===== config.mk =====
export PLATFORM = sky130hd
export DESIGN_NAME = srt_supply_reset_timer
export DESIGN_NICKNAME = d
export VERILOG_FILES = /design/src/logic/srt_pkg.sv /design/src/logic/srt_sync.sv /design/src/logic/srt_supply_reset_timer.sv
export VERILOG_INCLUDE_DIRS = /design/src /design/src/logic
export SDC_FILE = /design/constraint.sdc
export NUM_CORES = 1
export LEC_CHECK = 0
export BUFFER_PORTS_ARGS = -buffer_cell sky130_fd_sc_hd__buf_4
export CAP_MARGIN = 40
export CORE_ASPECT_RATIO = 0.5
export CORE_MARGIN = 2
export CORE_UTILIZATION = 54
export DETAILED_ROUTE_END_ITERATION = 10
export PLACE_DENSITY = 0.7
export SYNTH_ARGS = -nofsm -noshare
export SYNTH_HDL_FRONTEND = slang
export SYNTH_SLANG_ARGS = --single-unit
export TNS_END_PERCENT = 1

===== constraint.sdc =====
create_clock -name mclk -period 1.6 [get_ports mclk]
set_input_delay 0.16 -clock mclk [delete_from_list [all_inputs] [get_ports mclk]]
set_output_delay 0.16 -clock mclk [all_outputs]
set_load 0.05 [all_outputs]

===== src/logic/srt_regs.svh =====
// Timing constants for the supply reset timer
`ifndef SRT_REGS_SVH
`define SRT_REGS_SVH

// ----------------------------------------
// Clock
// ----------------------------------------
`define SRT_CLK_NS          25
`define SRT_CLK_HZ          40000000

// ----------------------------------------
// Assert delay and glitch filter
// ----------------------------------------
`define SRT_ASSERT_MAX_US   10
`define SRT_GLITCH_NS       5000
// Glitch window rounded down, kept below the assert limit
`define SRT_GLITCH_CYC      (`SRT_GLITCH_NS / `SRT_CLK_NS)

// ----------------------------------------
// Hold interval minimums in microseconds
// ----------------------------------------
`define SRT_HOLD_SHORT_US   1000
`define SRT_HOLD_MEDIUM_US  20000
`define SRT_HOLD_LONG_US    100000
`define SRT_HOLD_DEFAULT_US 140000

`endif


===== src/logic/srt_pkg.sv =====
// Types shared by the supply reset timer
package srt_pkg;

  // ----------------------------------------
  // Hold interval build options
  // ----------------------------------------
  typedef enum logic [1:0] {
    srt_short_hold_option,
    srt_medium_hold_option,
    srt_long_hold_option,
    srt_default_hold_option
  } srt_hold_type;

  // ----------------------------------------
  // Open-drain reset pin
  // ----------------------------------------
  typedef struct packed {
    logic out;
    logic oe;
  } srt_od_pin_type;

endpackage


===== src/logic/srt_sync.sv =====
// Two-flop synchroniser for the supply comparator level
`timescale 1ns/1ps
`default_nettype none

module srt_sync (
  // Clock and reset
  input  wire logic mclk,
  input  wire logic reset,
  // Level in and out
  input  wire logic async_in,
  output logic      sync_out
);

  logic stage1;
  logic next_stage1;
  logic next_sync_out;

  // Reset value 1: treat supply as low until proven good
  always_comb begin
    next_stage1   = async_in;
    next_sync_out = stage1;
  end

  always_ff @(posedge mclk) begin
    if (reset) begin
      stage1   <= 1'h1;
      sync_out <= 1'h1;
    end else begin
      stage1   <= next_stage1;
      sync_out <= next_sync_out;
    end
  end

endmodule

`default_nettype wire


===== src/logic/srt_supply_reset_timer.sv =====
// Supply reset timer: holds the host in reset through supply faults
`timescale 1ns/1ps
`default_nettype none
`include "srt_regs.svh"

module srt_supply_reset_timer #(
  parameter srt_pkg::srt_hold_type HOLD_OPTION = srt_pkg::srt_default_hold_option,
  parameter int unsigned           HOLD_SHORT_US   = `SRT_HOLD_SHORT_US,
  parameter int unsigned           HOLD_MEDIUM_US  = `SRT_HOLD_MEDIUM_US,
  parameter int unsigned           HOLD_LONG_US    = `SRT_HOLD_LONG_US,
  parameter int unsigned           HOLD_DEFAULT_US = `SRT_HOLD_DEFAULT_US,
  parameter int unsigned           GLITCH_CYC      = `SRT_GLITCH_CYC
) (
  // Clock and reset
  input  wire logic            mclk,
  input  wire logic            reset,
  // Supply comparator, high while below trip_level
  input  wire logic            supply_below,
  // Open-drain reset pin to the host
  input  wire logic            host_reset_n_in,
  output srt_pkg::srt_od_pin_type host_reset_n,
  // Status
  output logic                 osc_running
);

  // ----------------------------------------
  // Build-time hold count
  // ----------------------------------------
  function automatic int unsigned us_to_cyc(input int unsigned us);
    return us * (`SRT_CLK_HZ / 1000000);
  endfunction

  localparam int unsigned HOLD_US =
    (HOLD_OPTION == srt_pkg::srt_short_hold_option)  ? HOLD_SHORT_US  :
    (HOLD_OPTION == srt_pkg::srt_medium_hold_option) ? HOLD_MEDIUM_US :
    (HOLD_OPTION == srt_pkg::srt_long_hold_option)   ? HOLD_LONG_US   :
                                                       HOLD_DEFAULT_US;
  localparam int unsigned HOLD_CYC = us_to_cyc(HOLD_US);
  localparam int unsigned CW       = $clog2(HOLD_CYC + 1);
  localparam int unsigned GW       = $clog2(GLITCH_CYC + 1);
  localparam int unsigned ASSERT_MAX_CYC = us_to_cyc(`SRT_ASSERT_MAX_US);

  typedef enum logic [1:0] {
    srt_released,
    srt_asserted,
    srt_counting
  } srt_state_type;

  // ----------------------------------------
  // Supply level crossing
  // ----------------------------------------
  logic below_sync;

  srt_sync u_sync (
    .mclk     (mclk),
    .reset    (reset),
    .async_in (supply_below),
    .sync_out (below_sync)
  );

  // ----------------------------------------
  // Glitch filter and state
  // ----------------------------------------
  srt_state_type state;
  srt_state_type next_state;
  logic [GW-1:0] dip_cnt;
  logic [GW-1:0] next_dip_cnt;
  logic [CW-1:0] hold_cnt;
  logic [CW-1:0] next_hold_cnt;
  logic          dip_long;

  // Dip counts as a fault only once it outlasts the glitch window
  assign dip_long = below_sync && (dip_cnt == GW'(GLITCH_CYC));

  always_comb begin
    next_state    = state;
    next_dip_cnt  = dip_cnt;
    next_hold_cnt = hold_cnt;
    if (!below_sync) begin
      next_dip_cnt = '0;
    end else if (dip_cnt != GW'(GLITCH_CYC)) begin
      next_dip_cnt = dip_cnt + GW'(1);
    end
    case (state)
      srt_released: begin
        next_hold_cnt = '0;
        if (dip_long) begin
          next_state = srt_asserted;
        end
      end
      srt_asserted: begin
        next_hold_cnt = '0;
        if (!below_sync) begin
          next_state = srt_counting;
        end
      end
      srt_counting: begin
        if (below_sync) begin
          next_state    = srt_asserted;
          next_hold_cnt = '0;
        end else if (hold_cnt == CW'(HOLD_CYC - 1)) begin
          next_state = srt_released;
        end else begin
          next_hold_cnt = hold_cnt + CW'(1);
        end
      end
      default: begin
        next_state    = srt_asserted;
        next_hold_cnt = '0;
      end
    endcase
  end

  // Power-up behaves as a recovery: reset held through a full count
  always_ff @(posedge mclk) begin
    if (reset) begin
      state    <= srt_asserted;
      dip_cnt  <= '0;
      hold_cnt <= '0;
    end else begin
      state    <= next_state;
      dip_cnt  <= next_dip_cnt;
      hold_cnt <= next_hold_cnt;
    end
  end

  // ----------------------------------------
  // Outputs
  // ----------------------------------------
  // Pin only ever pulled low; the pull-up supplies the high level
  assign host_reset_n.out = 1'h0;
  assign host_reset_n.oe  = (state != srt_released);
  assign osc_running      = (state == srt_counting);

  // Age of the synced dip; the synchroniser holds two more cycles of it.
  // A short dip never ages this far, so the filter cannot trip the bound.
  localparam int unsigned AW = $clog2(ASSERT_MAX_CYC + 1);
  logic [AW-1:0] below_age;
  logic [AW-1:0] next_below_age;

  always_comb begin
    next_below_age = below_age;
    if (!below_sync) begin
      next_below_age = '0;
    end else if (below_age != AW'(ASSERT_MAX_CYC)) begin
      next_below_age = below_age + AW'(1);
    end
  end

  always_ff @(posedge mclk) begin
    if (reset) begin
      below_age <= '0;
    end else begin
      below_age <= next_below_age;
    end
  end

  initial begin
    if (GLITCH_CYC + 3 > ASSERT_MAX_CYC) begin
      $error("glitch window exceeds assert limit");
    end
  end
endmodule

`default_nettype wire


Word level (Yosys, flattened, before mapping) --
Index checks and enable logic that the tools add are counted.
Cells by class: add/sub/neg operators 2, multipliers 0, divide/modulo/power cells 0, magnitude comparators 0, equality and inequality tests 8, shift operators 0, muxes and demuxes 5, bitwise operators 2, reduce and logical (&&, ||, !) cells 6
Operator list (number):
- $add A23 B1 Y23 const B | 1
- $eq A23 B23 Y1 const B | 1
- $add A8 B1 Y8 const B | 1
- $eq A8 B8 Y1 const B | 1
- $mux W2 | 4
- $ne A8 B8 Y1 const B | 1
- $pmux W2 S3 | 1
- $ne A2 B2 Y1 const B | 2
- $ne A3 B1 Y1 const B | 1
- $reduce_and A3 Y1 | 1
- $reduce_or A3 Y1 | 1
- $eq A2 B1 Y1 const B | 1
- $eq A2 B2 Y1 const B | 1
- $logic_not A2 Y1 | 1
- $not A1 Y1 | 2
- $reduce_bool A2 Y1 | 1
- $reduce_or A2 Y1 | 1
- $logic_and A1 B1 Y1 | 1
Storage, ports and cells: register bits after elaboration 35, bits in latches 0, RAM bits 0, bits in read-only memories 0, logic and storage cells 28, memories kept 0

Longest topological paths before layout --
Gate-level depths: netlist of the first run.
word-level depth 4, gate-level depth with buffers 7, mapped depth without buffers 6

By module --
A second synthesis of the first run with hierarchy kept.
Unflattened totals: cells, all modules 187, area, all modules 1666.6 um^2
By module, submodules not included:
- srt_supply_reset_timer | instances 1, cells each 183, area an instance 1614.0 um^2, sequential area each 660.6 um^2
- srt_sync | instances 1, cells each 4, area an instance 52.6 um^2, sequential area each 40.0 um^2

Worst setup path after synthesis of the first run --
Ideal clock, no wire load.
path kind flip-flop to flip-flop, from reg hold_cnt[0], to reg hold_cnt[16], arrival time 1.524 ns, required time 1.484 ns, setup slack -0.040 ns, stages on the path, launching flop included 8, buffers on the path 2, clock period less this slack 1.640 ns, cell sequence dfxtp_1 ha_1 and3_1 clkbuf_1 and4_1 buf_2 a31oi_1 a41o_1
On the way: longest elaborated chain between the ends 1, elaborated cells between the ends (all ways) 2
RTL lines:
- start, declared | line srt_supply_reset_timer.sv:68 | logic [CW-1:0] hold_cnt;
- start signal, assigned | line srt_supply_reset_timer.sv:123 | hold_cnt <= next_hold_cnt;
- $add A23 B1 Y23 / $eq A23 B23 Y1 (equally long branches) | line srt_supply_reset_timer.sv:104, srt_supply_reset_timer.sv:101
Several ways; a longest one is shown, not always the timed one. A chain may end at the register's enable or synchronous reset.

Worst setup path after layout of the first run --
from reg hold_cnt[21], to reg hold_cnt[0]
On the way: longest elaborated chain between the ends 1
RTL lines:
- $eq A23 B23 Y1 | line srt_supply_reset_timer.sv:101 | end else if (hold_cnt == CW'(HOLD_CYC - 1)) begin
Every way passes these cells.

==> results.md, run 1 <==
- PwrDens: 842 nW/um^2
- Multi-input logic area: 953 um^2
- CP arrival: 1810 ps
- HPWL Detailed: 2.54 mm
- Number of global-route vias before repair: 1401
- Pleak: 0.820 nW
- R2R Path End: hold_cnt[0]
- Worst Hold End: u_sync.next_sync_out
- Core area: 2960 um^2
- Nets@finish: 225
- WP buf/inv: 2
- Hold buffer count at CTS: 0
- Xor/xnor share of the synthesized area: 6.91%
- Failing checks: setup timing
- IO Port Bufs: 4
- Design area: 2070 um^2
- Largest net degree at the start of global routing: 18
- Gr usage total: 22.9%
- Top cell type's share of synthesized area: 42.5%
- Hold Fails Final Rpt: 0
- Num CTS Buffers: 5
- Starting Density: 55.7%
- Yosys warns: 0
- # clock sinks: 35
- Final ANT Viol Nets: 0
- Flop2flop setup slack: -2 ps
- Number of detailed-route iterations in the first pass: 4
- DP Cell Count: 251
- RePlAce Congestion: 0.770
- Commonest non-fill, non-tap cell in the layout: dfxtp_1
- Mux cell area share after synthesis: 1.21%
- R2R depth: 6
- Library cells used by synthesis: 43
- First-pass GRT wire length: 6.11 mm
- Worst-path maximum fanout: 2
- Layout area overhead: 25.7%
- FF+latch area: 703 um^2
- Crit-path leading delay family: simple AND/OR/NAND/NOR gates
- Die footprint: 3540 um^2
- Clk slew on worst S/H paths: 80 ps
- Worst setup EP type: flop
- Status: complete, but fails checks
- Simple-Gate Fraction of Synth Area: 30.9%
- Number of top-level pins: 7
- Gr ovfl total: 0
- Max-Cap Viols: 0
- Worst path depth: 6
- CTS HTree Levels: 2
- Drc violations: 0
- Hold path depth: 2
- Number of synthesized register bits: 35
- Setup crit start kind: flop
- Non-filler cells, final: 259
- Top post-synthesis cells by area: dfxtp_1, xor2_1, nor2_1, and3_1, nand3_1
- Worst-path cell chain: or3b_4 -> buf_6 -> nor4_4 -> buf_4 -> a21boi_2 -> nor3_1
- Fillers: 228
- Clk root buf: clkbuf_8
- Required time of the critical path: 1810 ps
- Compound-Gate Fraction of Synth Area: 12.8%
- Chip Height: 43.1 um
- Crit-path max cell delay: 400 ps
- PnR worst setup slack: -2.34 ps
- Largest family of logic cells by synthesized area: simple AND/OR/NAND/NOR gates
- Via count: 1461
- Layout cells sized above 1: 26.9%
- Worst Hold Class: in -> reg
- RSZ-0062 raised after global routing: yes
- Iter 0 DRT Violations: 98
- Fmax: 624 MHz
- Slew Viols, Final: 0
- Synth Area in Adders: 2.28%
- Min-Delay Startpoint: supply_below
- Final setup vio count: 1
- Crit path kind: reg -> reg
- CTS tree: done
- Synth area leader: dfxtp_1
- Skew final: 8.34 ps
- Most frequent cells in the layout: dfxtp_1, buf_4, nor2_1
- Setup_tns: -2.34 ps
- VDD IR max: 0.000573 V
- Critical R2R Launch: hold_cnt[21]
- Synthesized area: 1650 um^2
- Cell count after synthesis: 188
- Worst-Skew Late Latency: 290 ps
- Clk buf depth: 2
- Period minus WS final: 1600 ps
- Sequential area share after synthesis: 42.5%
- Antenna fix cells: 0
- Die width: 82.1 um
- Detail-routed via count per cell: 5.64
- Site Rows: 14
- Routed WL per cell: 14.0 um
- Crit-path slowest cell: or3b_4
- Final period utilization: 100%
- Antenna violations before repair: 0
- Total placed instance area: 1900 um^2
- Drt total wl: 3.63 mm
- Avg Inst Size Synth: 8.77 um^2
- Mapped Nets: 195
cell usage after synthesis, drive strengths merged:
library cell and instances:
dfxtp 35, nor2 17, nand2 11, nand3 11
and3 10, a21oi 9, o21ai 9, xor2 9
nand4 6, a31oi 5, buf 5, and4 4
inv 4, nor3 4, or2 4, or3 4
xnor2 4, a211oi 3, clkbuf 3, ha 3
nand2b 3, nand4bb 3, a31o 2, mux2i 2
nor4 2, o211ai 2, or4 2, a21boi 1
a41o 1, a41oi 1, and2 1, and2b 1
conb 1, nand4b 1, nor4b 1, o31ai 1
or2b 1, or3b 1, or4b 1
worst max path at each step:
stage                      start      endpoint
finish              hold_cnt[21]   hold_cnt[0]
global route        hold_cnt[20]   hold_cnt[0]
CTS                 hold_cnt[11]   hold_cnt[0]
detailed placement  hold_cnt[19]   hold_cnt[3]
global placement    hold_cnt[19]   hold_cnt[3]
floorplan               state[0]  hold_cnt[19]
report_power, final:
group	internal, mW	total, mW	switching [mW]
Clock	0.464	0.790	0.327
Sequential	0.881	0.891	0.0101
Combinational	0.0266	0.0627	0.0361
Total	1.37	1.74	0.373
cells by family (layout without fill, tap and decap cells):
group	count (synthesis)	in the layout
and+or+nand+nor	88	88
DFF	35	35
AOI/OAI and AO/OA	34	34
xor gates and xnor gates	13	13
buffers and inverters	12	43
adders and majority gates	3	3
muxes	2	2
other	1	1
routing by layer:
| metal | wire length [um] | part of all wire, % | global-route usage [%] |
|---|---|---|---|
| met5 | 0 | 0 | 0 |
| met4 | 12 | 0.33 | 6.00 |
| met3 | 165 | 4.5 | 7.02 |
| met2 | 1710 | 47 | 37.4 |
| met1 | 1740 | 48 | 29.5 |
through the flow:
| step | hold WS (ps) | power (mW) | utilization, % | worst slack [ps] |
|---|---|---|---|---|
| final | 48.4 | 1.74 | 69.9 | -2.34 |
| after global routing | 41.1 | 1.81 | 69.9 | -79.7 |
| after CTS | 40.8 | 1.76 | 68.8 | 9.06 |
| after detailed placement | 347 | 0.974 | 64.2 | -25.6 |
| after global placement | 346 | 0.970 | 64.2 | -0.787 |
| after floorplan | 233 | 0.952 | - | 5.42 |
repair_timing:
item | CTS | global route
pin swaps | 1 | 6
setup endpoints to repair | 2 | 13
gates resized for setup | 5 | 12
buffers inserted | 0 | 0
gates cloned | 0 | 0
area by class of cell:
class                      count  area share, %
clock buffer                   5           3.32
clock inverter                 3           2.11
inverter                       4          0.725
multi-input combinational    141           46.0
sequential                    35           34.0
tap                           40           2.42
timing repair buffer          31           11.4
worst reg2reg max path, stage by stage (launching register included):
cell	delay (ps)
dfxtp_2	320
or3b_4	400
buf_6	130
nor4_4	310
buf_4	170
a21boi_2	40
nor3_1	160
flip-flops by register name (all words and copies together) (netlist names):
register / cells
dip_cnt: 8
u_sync.next_sync_out: 1
u_sync.sync_out: 1
hold_cnt: 23
state: 2
Power figures use the tool's default switching activity.
==> run 2: changes to the inputs <==
- CORE_UTILIZATION: 54 -> 59
- PLACE_DENSITY: 0.7 -> 0.73
- clock period: 1.6 -> 1.51 ns (I/O delays scaled with it)
==> run 2 against run 1 <==
Compared with the run above:
- clock power shrank 23%
- clock-buffer cell count rose by 1
- the flow still finishes with violations (setup timing)
- largest cell class unchanged
- sequential power grew 6.1%
==> results.md, run 2 (same netlist as run 1, synthesis figures left out) <==
- GR peak layer: met2
- Chip Height: 41.4 um
- Site Rows: 13
- HPWL Detailed: 2.73 mm
- Number of detailed-route iterations in the first pass: 4
- Gr ovfl total: 0
- Core area: 2620 um^2
- Largest net degree at the start of global routing: 14
- Clk pwr share: 37.7%
- RePlAce Congestion: 0.800
- Final core occ: 83.5%
- Layout area overhead: 32.7%
- Starting Density: 62.9%
- CP endpoint: state[1]
- Worst-Skew Late Latency: 280 ps
- Critical R2R Launch: hold_cnt[19]
- Gr usage total: 25.3%
- Hold buffer count at CTS: 0
- Worst-path maximum fanout: 3
- Number of top-level pins: 7
- Skew final: 2.49 ps
- Failing checks: setup timing
- Clk buf depth: 2
- Met3 Usage GRT: 7.11%
- Period minus WS final: 1560 ps
- Die width: 78.7 um
- Fmax: 641 MHz
- Crit path kind: reg -> reg
- Hold Fails Final Rpt: 0
- Iter 0 DRT Violations: 102
- Die footprint: 3260 um^2
- Final setup vio count: 4
- Largest regs: hold_cnt: 23 flops, dip_cnt: 8 flops, state: 2 flops
- Total placed instance area: 1990 um^2
- Slew Viols, Final: 0
- R2R Path End: state[1]
- Num CTS Buffers: 5
- IO Port Bufs: 4
- Final period utilization: 103%
- Critical path origin: hold_cnt[19]
- Antenna fix cells: 0
- CP arrival: 1730 ps
- Setup crit start kind: flop
- Hold path depth: 2
- VDD IR max: 0.000693 V
- PnR worst setup slack: -50.5 ps
- Net Sw Frac: 21.8%
- NetSw: 354 uW
- Met1 GRT Util: 30.8%
- Min-Delay Startpoint: supply_below
- Final ANT Viol Nets: 0
- Max FFs per register: 23
- Via count: 1578
- Flop pwr share: 58.2%
- Detail-routed via count per cell: 5.89
- Most flop-heavy register: hold_cnt
- Logic pwr share: 4.2%
- Clk slew on worst S/H paths: 60 ps
- Worst setup EP type: flop
- Most frequent cells in the layout: buf_4, dfxtp_1, nor2_1
- PwrDens: 744 nW/um^2
- Setup_tns: -104 ps
- CTS HTree Levels: 2
- R2R depth: 4
- Multi-input logic area: 1000 um^2
- Nets@finish: 239
- Pleak: 0.872 nW
- RSZ-0062 raised after global routing: yes
- Drt total wl: 3.99 mm
- Layout cells sized above 1: 38.1%
- Routed WL per cell: 14.9 um
- Commonest non-fill, non-tap cell in the layout: buf_4
- Status: complete, but fails checks
- Int Pwr: 1.27 mW
- Design area: 2190 um^2
- First-pass GRT wire length: 5.89 mm
- Antenna violations before repair: 0
- Met2 Resource Use GR: 44.9%
- Worst hold slack: 57.3 ps
- CTS tree: done
- Fillers: 151
- Worst Hold Class: in -> reg
- Number of global-route vias before repair: 1328
- Required time of the critical path: 1680 ps
- FF+latch area: 711 um^2
- Flop2flop setup slack: -50 ps
- # clock sinks: 35
- Clk root buf: clkbuf_8
- Drc violations: 0
- Max-Cap Viols: 0
==> run 2: changes by cell type in the layout (fill, tap and decap cells not counted), moves of 2 or more <==
| cell | before | now |
|---|---|---|
| dfxtp_1 | 33 | 27 |
| a21oi_1 | 9 | 7 |
| and4_4 | 1 | 3 |
| o21ai_2 | 0 | 2 |
| a21oi_2 | 0 | 2 |
| nor3_1 | 4 | 1 |
| nor3_2 | 0 | 3 |
| and4_1 | 2 | 0 |
| buf_4 | 30 | 45 |
| dfxtp_2 | 2 | 8 |
==> run 2: power groups by stage <==
stage | registers [mW] | logic [mW] | clock network [mW]
5_1_grt | 0.946 | 0.0752 | 0.668
4_1_cts | 0.945 | 0.0684 | 0.622
3_3_place_gp | 0.965 | 0.0645 | 0
3_5_place_dp | 0.966 | 0.0668 | 0
6_report | 0.945 | 0.0678 | 0.612
2_1_floorplan | 0.965 | 0.0438 | 0
==> run 2: final cells by class <==
cell class	instances	area share, %
Tap cell	37	2.12
Timing Repair Buffer	45	15.5
Inverter	4	0.687
Sequential cell	35	32.5
Clock buffer	6	3.32
Multi-Input combinational cell	141	45.9
==> run 2: through the flow <==
| stage | worst slack, ps | std cells | total power [mW] |
|---|---|---|---|
| final | -50.5 | 268 | 1.63 |
| after detailed placement | -156 | 260 | 1.03 |
| after CTS | -64.9 | 266 | 1.64 |
| after global placement | -13.2 | 260 | 1.03 |
| after floorplan | -32.9 | 188 | 1.01 |
| after global routing | -71.2 | 268 | 1.69 |
==> run 2: what timing repair did <==
action	in CTS	in global routing
buffers inserted	0	2
resized for setup	9	23
setup endpoints to repair	14	20
pin swaps	0	6
==> run 2: per-layer routing <==
layer  vias to the layer above  wire [um]
met5                         -          0
met4                         0        109
met3                        17        191
met2                        39       1840
met1                       751       1860
li1                        771          -
==> run 2: worst min path at each step <==
stage                                 endpoint  slack [ps]
after global placement    u_sync.next_sync_out         340
after global routing      u_sync.next_sync_out          50
after detailed placement  u_sync.next_sync_out         340
final                     u_sync.next_sync_out          60
after CTS                 u_sync.next_sync_out          50
after floorplan                       state[1]         220
==> run 2: critical path, cell delays in order, from the launching register on <==
cell	delay, ps
dfxtp_1	310
or3b_4	420
or4_4	480
o21ai_2	160
a211oi_2	80
==> run 3: changes to the inputs <==
- CORE_ASPECT_RATIO: 0.5 -> not set
- CORE_UTILIZATION: 59 -> 64
- PLACE_DENSITY: 0.73 -> 0.78
- clock period: 1.51 -> 1.9 ns (I/O delays scaled with it)
==> run 3 against run 2 <==
Compared with the run above:
- the flow now finishes without violations
- worst hold slack got worse by 44 ps
- via count fell by 13%
- total power down 16%
- combinational power is 33% lower
- critical endpoint is now hold_cnt[16]
- highest routed layer unchanged
==> results.md, run 3 (same netlist as run 1, synthesis figures left out) <==
- Final setup vio count: 0
- Worst-Skew Late Latency: 350 ps
- Worst hold slack: 12.8 ps
- Number of top-level pins: 7
- Number of detailed-route iterations in the first pass: 4
- DP Cell Count: 219
- Required time of the critical path: 2160 ps
- PwrDens: 752 nW/um^2
- Largest regs: hold_cnt: 23 flops, dip_cnt: 8 flops, state: 2 flops
- Slew Viols, Final: 0
- Core area: 2450 um^2
- Starting Density: 67.1%
- Hold Fails Final Rpt: 0
- Fillers: 202
- Nets@finish: 203
- Site Rows: 18
- Design area: 1810 um^2
- Setup_tns: 0 ps
- Cts repair resizes: 0
- Post-CTS setup buffer count: 0
- Drc violations: 0
- RePlAce Congestion: 0.814
- Total placed instance area: 1720 um^2
- Commonest non-fill, non-tap cell in the layout: dfxtp_1
- Gr ovfl total: 0
- HPWL Detailed: 2.23 mm
- Iter 0 DRT Violations: 28
- Worst setup EP type: flop
- IO Port Bufs: 4
- Pleak: 0.668 nW
- Crit path kind: reg -> reg
- Pre-CTS WS: 196 ps
- Hold buffer count at CTS: 0
- CP arrival: 2000 ps
- Clk slew on worst S/H paths: 100 ps
- Slew headroom: 63.4%
- Final core occ: 73.6%
- Max FFs per register: 23
- Gr usage total: 25.5%
- Worst Hold Class: in -> reg
- Drt total wl: 3.12 mm
- Via count: 1365
- PnR worst setup slack: 159 ps
- Antenna violations before repair: 0
- Worst-path maximum fanout: 7
- Most frequent cells in the layout: dfxtp_1, nor2_1, nand2_1, nand3_1, and3_1
- Die width: 54.7 um
- CTS HTree Levels: 2
- Most flop-heavy register: hold_cnt
- First-pass GRT wire length: 5.31 mm
- Setup crit start kind: flop
- Worst Tran Pin Value: 545 ps
- Die footprint: 3000 um^2
- Max-Cap Viols: 0
- Period minus WS final: 1740 ps
- Routed WL per cell: 13.7 um
- Clk buf depth: 2
- Layout area overhead: 9.72%
- Fmax: 575 MHz
- Skew final: 11.2 ps
- CTS tree: done
- # clock sinks: 35
- Final ANT Viol Nets: 0
- Non-filler cells, final: 227
- Largest net degree at the start of global routing: 18
- Num CTS Buffers: 5
- Antenna fix cells: 0
- Number of global-route vias before repair: 1263
- Status: complete, no violations
- Final period utilization: 91.6%
- Power, Total: 1.36 mW
- Layout cells sized above 1: 12.7%
- Clk root buf: clkbuf_4
- RSZ-0062 raised after global routing: no
- Chip Height: 54.7 um
- Detail-routed via count per cell: 6.01
- VDD IR max: 0.000698 V
[run 3: changes by cell type in the layout (fill, tap and decap cells not counted), sizes merged]
cell    before  now
clkinv       0    1
bufinv       0    1
buf         45    9
[run 3: layout make-up]
class                   count  area [um^2]  area share [%]
repair buffers              9         67.6            3.74
clock buffers               6         51.3            2.84
inverters                   4         15.0           0.830
multi-input cells         141          901            49.8
well taps                  30         37.5            2.08
clock inverters             2         35.0            1.94
flip-flops and latches     35          701            38.8
[run 3: report_power, final]
group | total [mW] | switching, mW | internal, mW | leakage, nW
Combinational | 0.0451 | 0.0261 | 0.0191 | 0.337
Sequential | 0.754 | 0.0113 | 0.742 | 0.283
Clock | 0.562 | 0.251 | 0.311 | 0.0482
[run 3: worst max-delay path: stages, from the launching register on]
cell     delay [ps]
dfxtp_1         400
ha_1            200
and3_1          300
and4_1          390
a31oi_1         130
a41o_1          220
[run 3: worst paths after layout]
| check | startpoint | to | slack (ps) | cells after the start |
|---|---|---|---|---|
| worst min register to register | u_sync.next_sync_out | u_sync.sync_out | 420 | 1 |
| worst max register to register | hold_cnt[0] | hold_cnt[16] | 160 | 5 |
| worst max-delay path | hold_cnt[0] | hold_cnt[16] | 160 | 5 |
| worst min-delay path | supply_below | u_sync.next_sync_out | 10 | 2 |
[run 3: metal layers]
| layer | track usage (%) | vias to the layer above | wire (um) |
|---|---|---|---|
| met1 | 29.4 | 635 | 1400 |
| met4 | 15.4 | 0 | 58 |
| met3 | 7.92 | 5 | 99 |
| met5 | 0 | - | 0 |
| met2 | 40.9 | 23 | 1560 |
| li1 | - | 702 | - |
